==> src/rtl/cfi_geometry_defs.vh <==
`ifndef CFI_GEOMETRY_DEFS_VH
`define CFI_GEOMETRY_DEFS_VH

// word offsets of the query table
`define OFS_CORE_MIN        8'h1b
`define OFS_CORE_MAX        8'h1c
`define OFS_PROG_MIN        8'h1d
`define OFS_PROG_MAX        8'h1e
`define OFS_TYP_WORD        8'h1f
`define OFS_TYP_BUF         8'h20
`define OFS_TYP_BLK         8'h21
`define OFS_TYP_CHIP        8'h22
`define OFS_MAX_WORD        8'h23
`define OFS_MAX_BUF         8'h24
`define OFS_MAX_BLK         8'h25
`define OFS_MAX_CHIP        8'h26
`define OFS_SIZE            8'h27
`define OFS_IFW_LO          8'h28
`define OFS_IFW_HI          8'h29
`define OFS_WBUF_LO         8'h2a
`define OFS_WBUF_HI         8'h2b
`define OFS_REGION_CNT      8'h2c
`define OFS_REGION1         8'h2d
`define OFS_REGION2         8'h31
`define OFS_RSVD_FIRST      8'h35
`define OFS_RSVD_LAST       8'h38

// fixed values
`define VAL_CORE_MIN        8'h17
`define VAL_CORE_MAX        8'h20
`define VAL_PROG_MIN        8'h85
`define VAL_PROG_MAX        8'h95
`define VAL_TYP_WORD        8'h09
`define VAL_TYP_BUF         8'h0a
`define VAL_TYP_BLK         8'h0a
`define VAL_TYP_CHIP        8'h00
`define VAL_MAX_WORD        8'h01
`define VAL_MAX_BUF         8'h02
`define VAL_MAX_BLK         8'h02
`define VAL_MAX_CHIP        8'h00
`define VAL_SIZE_512M       8'h1a
`define VAL_SIZE_1G2G       8'h1b
`define VAL_IFW             16'h0001
`define VAL_WBUF            16'h000a
`define VAL_REGIONS_PARAM   8'h02
`define VAL_REGIONS_SYM     8'h01

// region descriptors, byte 0 in bits 7:0
`define DESC_MAIN_PARAM_512 32'h0200_01fe
`define DESC_MAIN_PARAM_1G  32'h0200_03fe
`define DESC_MAIN_SYM_512   32'h0200_01ff
`define DESC_MAIN_SYM_1G2G  32'h0200_03ff
`define DESC_SMALL          32'h0080_0003
`define DESC_NONE           32'h0000_0000

// reset values of the read path
`define RST_OFFSET          8'h00
`define RST_DATA            16'h0000

// density and placement codes
`define DENS_512M           2'h0
`define DENS_1G             2'h1
`define DENS_2G             2'h2
`define PLACE_TOP           2'h0
`define PLACE_BOTTOM        2'h1
`define PLACE_SYM           2'h2

`endif

==> src/rtl/cfi_geometry_query_table.v <==
// What this block does
// - word 1Bh returns 17
// - word 1Ch returns 20
// - words 1Dh and 1Eh return 85, 95
// - word 1Fh returns 09
// - word 20h returns 0A
// - word 21h returns 0A
// - words 22h and 26h return 00
// - word 23h returns 01
// - word 24h returns 02
// - word 25h returns 02
// - word 27h size exponent 1A or 1B
// - words 28h, 29h return 01, 00
// - words 2Ah, 2Bh return 0A, 00
// - word 2Ch region count 02 or 01
// - region descriptors: count y, size z, little-endian
// - top/bottom: main and small regions swap
// - symmetric: one region; 35h-38h read zero
// - upper data byte always zero
// - table served only in query mode
`timescale 1ns/1ps
`include "cfi_geometry_defs.vh"

module cfi_geometry_query_table #(
  parameter [1:0] density   = `DENS_512M,
  parameter [1:0] placement = `PLACE_TOP
) (
  input  wire        clk,
  input  wire        arst_n,
  input  wire        query_mode,
  input  wire        rd_en,
  input  wire [7:0]  word_addr,
  output reg  [15:0] rd_data,
  output reg         rd_valid
);

  reg  [7:0] rom_offset_reg;
  wire [7:0] table_byte;

  // offset sampled so the lookup sits between two flops
  always @(posedge clk or negedge arst_n) begin
    if (!arst_n) begin
      rom_offset_reg <= `RST_OFFSET;
    end else if (rd_en && query_mode) begin
      rom_offset_reg <= word_addr;
    end
  end

  cfi_table_rom #(
    .density   (density),
    .placement (placement)
  ) u_rom (
    .offset   (rom_offset_reg),
    .byte_out (table_byte)
  );

  reg rd_pending_reg;

  // two-cycle read: capture address, then drive table byte
  always @(posedge clk or negedge arst_n) begin
    if (!arst_n) begin
      rd_pending_reg <= 1'b0;
      rd_valid       <= 1'b0;
      rd_data        <= `RST_DATA;
    end else begin
      rd_pending_reg <= rd_en && query_mode;
      rd_valid       <= rd_pending_reg;
      if (rd_pending_reg) begin
        rd_data <= {8'h00, table_byte};
      end
    end
  end

endmodule // cfi_geometry_query_table

==> src/rtl/cfi_table_rom.v <==
`timescale 1ns/1ps
`include "cfi_geometry_defs.vh"

// pure lookup of one table byte from a word offset
module cfi_table_rom #(
  parameter [1:0] density   = `DENS_512M,
  parameter [1:0] placement = `PLACE_TOP
) (
  input  wire [7:0] offset,
  output reg  [7:0] byte_out
);

  reg  [31:0] region1;
  reg  [31:0] region2;
  reg  [7:0]  size_exp;
  reg  [7:0]  region_cnt;
  wire [7:0]  rel1;
  wire [7:0]  rel2;
  wire [15:0] ifw_code;
  wire [15:0] wbuf_code;

  assign rel1 = offset - `OFS_REGION1;
  assign rel2 = offset - `OFS_REGION2;
  // two-byte fields named as wires, a literal cannot be part-selected
  assign ifw_code  = `VAL_IFW;
  assign wbuf_code = `VAL_WBUF;

  // variant-dependent geometry fields
  always @* begin
    size_exp   = (density == `DENS_512M) ? `VAL_SIZE_512M
                                         : `VAL_SIZE_1G2G;
    region_cnt = (placement == `PLACE_SYM) ? `VAL_REGIONS_SYM
                                           : `VAL_REGIONS_PARAM;
    if (placement == `PLACE_SYM) begin
      region1 = (density == `DENS_512M) ? `DESC_MAIN_SYM_512
                                        : `DESC_MAIN_SYM_1G2G;
      region2 = `DESC_NONE;
    end else begin
      // 2Gb has no parameter build; treated as 1Gb main count
      region1 = (density == `DENS_512M) ? `DESC_MAIN_PARAM_512
                                        : `DESC_MAIN_PARAM_1G;
      region2 = `DESC_SMALL;
      if (placement == `PLACE_BOTTOM) begin
        region2 = region1;
        region1 = `DESC_SMALL;
      end
    end
  end

  // offset decode, unlisted offsets read zero
  always @* begin
    byte_out = 8'h00;
    if (offset == `OFS_CORE_MIN) begin
      byte_out = `VAL_CORE_MIN;
    end else if (offset == `OFS_CORE_MAX) begin
      byte_out = `VAL_CORE_MAX;
    end else if (offset == `OFS_PROG_MIN) begin
      byte_out = `VAL_PROG_MIN;
    end else if (offset == `OFS_PROG_MAX) begin
      byte_out = `VAL_PROG_MAX;
    end else if (offset == `OFS_TYP_WORD) begin
      byte_out = `VAL_TYP_WORD;
    end else if (offset == `OFS_TYP_BUF) begin
      byte_out = `VAL_TYP_BUF;
    end else if (offset == `OFS_TYP_BLK) begin
      byte_out = `VAL_TYP_BLK;
    end else if (offset == `OFS_TYP_CHIP) begin
      byte_out = `VAL_TYP_CHIP;
    end else if (offset == `OFS_MAX_WORD) begin
      byte_out = `VAL_MAX_WORD;
    end else if (offset == `OFS_MAX_BUF) begin
      byte_out = `VAL_MAX_BUF;
    end else if (offset == `OFS_MAX_BLK) begin
      byte_out = `VAL_MAX_BLK;
    end else if (offset == `OFS_MAX_CHIP) begin
      byte_out = `VAL_MAX_CHIP;
    end else if (offset == `OFS_SIZE) begin
      byte_out = size_exp;
    end else if (offset == `OFS_IFW_LO) begin
      byte_out = ifw_code[7:0];
    end else if (offset == `OFS_IFW_HI) begin
      byte_out = ifw_code[15:8];
    end else if (offset == `OFS_WBUF_LO) begin
      byte_out = wbuf_code[7:0];
    end else if (offset == `OFS_WBUF_HI) begin
      byte_out = wbuf_code[15:8];
    end else if (offset == `OFS_REGION_CNT) begin
      byte_out = region_cnt;
    end else if (rel1 < 8'h04) begin
      byte_out = region1[{rel1[1:0], 3'b000} +: 8];
    end else if (rel2 < 8'h04) begin
      byte_out = region2[{rel2[1:0], 3'b000} +: 8];
    end else if (offset >= `OFS_RSVD_FIRST &&
                 offset <= `OFS_RSVD_LAST) begin
      byte_out = 8'h00;
    end
  end

endmodule // cfi_table_rom

==> config.mk <==
export PLATFORM = sky130hd
export DESIGN_NAME = cfi_geometry_query_table
export DESIGN_NICKNAME = d
export VERILOG_FILES = /design/src/rtl/cfi_geometry_query_table.v /design/src/rtl/cfi_table_rom.v
export VERILOG_INCLUDE_DIRS = /design/src /design/src/rtl
export SDC_FILE = /design/constraint.sdc
export NUM_CORES = 1
export LEC_CHECK = 0
export BUFFER_PORTS_ARGS = -buffer_cell sky130_fd_sc_hd__buf_4
export CAP_MARGIN = 20
export CORE_MARGIN = 8
export CORE_UTILIZATION = 46
export CTS_CLUSTER_DIAMETER = 50
export DETAILED_ROUTE_END_ITERATION = 10
export GPL_TIMING_DRIVEN = 0
export HOLD_SLACK_MARGIN = 0.05
export PLACE_DENSITY = 0.74
export SYNTH_ARGS = -nofsm -noshare
export SYNTH_HDL_FRONTEND = slang
export SYNTH_SLANG_ARGS = --single-unit
==> constraint.sdc <==
create_clock -name clk -period 1.3 [get_ports clk]
set_clock_uncertainty 0.05 [all_clocks]
set_input_delay 0.065 -clock clk [delete_from_list [all_inputs] [get_ports clk]]
set_output_delay 0.065 -clock clk [all_outputs]
set_load 0.02 [all_outputs]
==> results.yml <==
outcome:
  status: "complete, but fails checks"
  violations: "setup timing"
pwr:
  ir_drop_v: 0.000700
  internal_power_w: 0.00110
  p_comb_share_pct: 36.5
  p_per_area_nw_per_um2: 1070
  p_sw_w: 0.000564
  p_clk_share_pct: 21.3
  pwr-share-seq_pct: 42.2
  switching_share_pct: 33.9
  p_leak_nw: 0.705
critical_path:
  cp_slowest_cell: "dfrtp_2"
  path_buf_inv: 0
  path_depth: 4
  crit_arrival_ns: 1.64
  critPathKind: "reg2reg"
  worstSetupEndpointType: "flop"
  cp.required_ns: 1.46
  path_cells: "or3b_4, nor2_4, a311oi_1, a311oi_1"
  rr_startpoint: "rom_offset_reg[2]"
  critPathMaxFanout: 5
  startpoint_type: "flop"
  r2r_cells: 4
  cpMostUsedCell: "a311oi_1"
  crit_start: "rom_offset_reg[2]"
  path_delay_family: "simple AND/OR/NAND/NOR gates"
  max_stage_delay_ns: 0.45
placed_design:
  pre_cts_ws_ns: -0.221
  dp_hpwl_microns: 1880
  gp_congestion: 0.843
  port_buffers: 20
  dpl_cell_area_sq_um: 1340
timing:
  setup_viol: 7
  finalCriticalPeriod_ns: 1.48
  fin_tns_setup_ns: -1.06
  fmax_mhz: 677
  hold_viol: 0
  fin_crit_sh_pct: 114
  fin_hold_ws_ns: 0.103
  rsz0062_at_grt: "yes"
  layout_setup_ws_ns: -0.177
  final_max_slew_viol_count: 0
grt:
  track_usage_pct: 13.6
  antenna_found_initial: 0
  grt.busiest_layer: "met2"
  met2_usage_pct: 23.2
  grt_use_met3_pct: 4.42
  grt_pass1_vias: 1032
  overflow: 0
  grt_max_degree: 19
  grt_pass1_wl_microns: 4710
  use_met1_pct: 14.9
cts:
  clock_path_buffers: 2
  clk_pin_slew_ns: 0.10
  tritoncts: "done"
  clock_sinks: 18
  clk_latency_ns: 0.31
  cts_root_buf: "clkbuf_4"
  cts_buffers: 3
  h-tree-depth: 1
synth:
  synthCells: 119
  syn_area_sq_um: 1110
  ys_ff_latch: 18
  ys_warn_count: 0
  synth-seq-area-share_pct: 40.5
  async_flop_share_pct: 100
  ys.flop_type: "dfrtp_1"
  synthDistinctLibCells: 41
  avgSynthCellArea_sq_um: 9.35
  synth_enable_flop_cells: 0
layout:
  n_fill_cell: 215
  syn_to_final_growth_pct: 39.0
  final_util_pct: 64.8
  final_area_sq_um: 1550
  n_antenna_cell: 0
  drive_gt1_share_pct: 37.8
  fin_nets: 177
floorplan:
  start_util_pct: 46.6
  core_area_sq_um: 2390
  ios: 29
  fp-row-count: 18
  dieArea_sq_um: 4250
  die_h_microns: 65.2
  die_width_microns: 65.2
detailed_routing:
  vias: 1030
  wirelength_microns: 2680
  drt_iter0_markers: 32
  wl_per_cell_microns: 13.8
  ant_nets: 0
  vias_per_cell: 5.31
  drt-pass1-iter-count: 4
  drc_errors: 0
min_path:
  min_path_type: "in2async"
job:
  maxCapViolCount: 0
[power groups by stage]
stage          combinational, W  clock, W  sequential (W)
2_1_floorplan          0.000340         0        0.000722
3_3_place_gp           0.000515         0        0.000692
3_5_place_dp           0.000522         0        0.000697
4_1_cts                0.000582  0.000360        0.000697
5_1_grt                0.000670  0.000394        0.000710
6_report               0.000607  0.000354        0.000701
[cells by family after synthesis]
kind of cell | share of synthesized area (%)
other cells | 0.337
flops | 40.5
compound gates | 18.4
simple gates | 23.1
buf+inv | 9.90
mux | 6.97
xor+xnor | 0.788
[stage by stage]
stage	instances	power [W]
finish	194	0.00166
global route	194	0.00177
CTS	192	0.00164
detailed placement	176	0.00122
global placement	176	0.00121
floorplan	126	0.00106
[final cells by class]
cell class,count,area [sq um],share of cell area [%]
Sequential cell,18,454,29.4
Timing Repair Buffer,35,289,18.7
Inverter,5,18.8,1.21
Multi-Input combinational cell,88,604,39.1
Tap cell,30,37.5,2.43
Buffer,14,106,6.88
Clock buffer,4,36.3,2.35
[layout by cell type, fill, tap and decap left out, drive strengths merged, types with 3 or more instances in the layout]
| cell type | count |
|---|---|
| nor3 | 3 |
| or3b | 3 |
| dlygate4sd3 | 9 |
| nand4 | 4 |
| inv | 5 |
| buf | 38 |
| conb | 8 |
| a21oi | 6 |
| clkbuf | 6 |
| nor2 | 11 |
| nand2 | 6 |
| a31oi | 5 |
| dfrtp | 18 |
| o21ai | 6 |
| mux2 | 6 |
| nand2b | 3 |
[worst register-to-register path, delay by kind of cell, from the launching register on]
kind	cells	cell delay [ns]
flops	1	0.45
simple gates	2	0.57
compound gates	2	0.31
[per-layer routing]
layer	wire, microns	part of all wire, %
met5	0	0
met4	44	1.6
met3	220	8.2
met2	1350	50
met1	1060	40
[path summary, 6_finish.rpt]
check	to	slack, ns
max	rd_data[7]	-0.18
min	rd_data[3]	0.10
max reg2reg	rd_data[7]	-0.18
min reg2reg	rd_data[6]	0.49
max in group asynchronous	rom_offset_reg[0]	0.89
min in group clk	rd_pending_reg	0.16
[synthesized netlist by cell type, types with 2 or more instances]
cell	count	area, sq um
a21oi_1	6	30.0
a311oi_1	2	17.5
a31oi_1	5	31.3
and4_1	2	17.5
buf_2	4	20.0
buf_4	8	60.1
clkbuf_1	3	11.3
dfrtp_1	18	450
inv_1	5	18.8
mux2_2	6	67.6
nand2_1	6	22.5
nand2b_1	3	18.8
nand4_1	4	25.0
nor2_1	10	37.5
nor3_1	3	15.0
o211ai_1	2	15.0
o21ai_0	6	30.0
o22ai_1	2	12.5
or3b_1	2	17.5
[repair_timing]
item	4_1_cts	5_1_grt
setup buffers	4	2
hold endpoints to repair	26	0
gates resized for setup	9	5
setup endpoints to repair	8	8
pin swaps	5	6
hold buffers	9	0
Note: power is estimated with default switching activity, not from simulation.
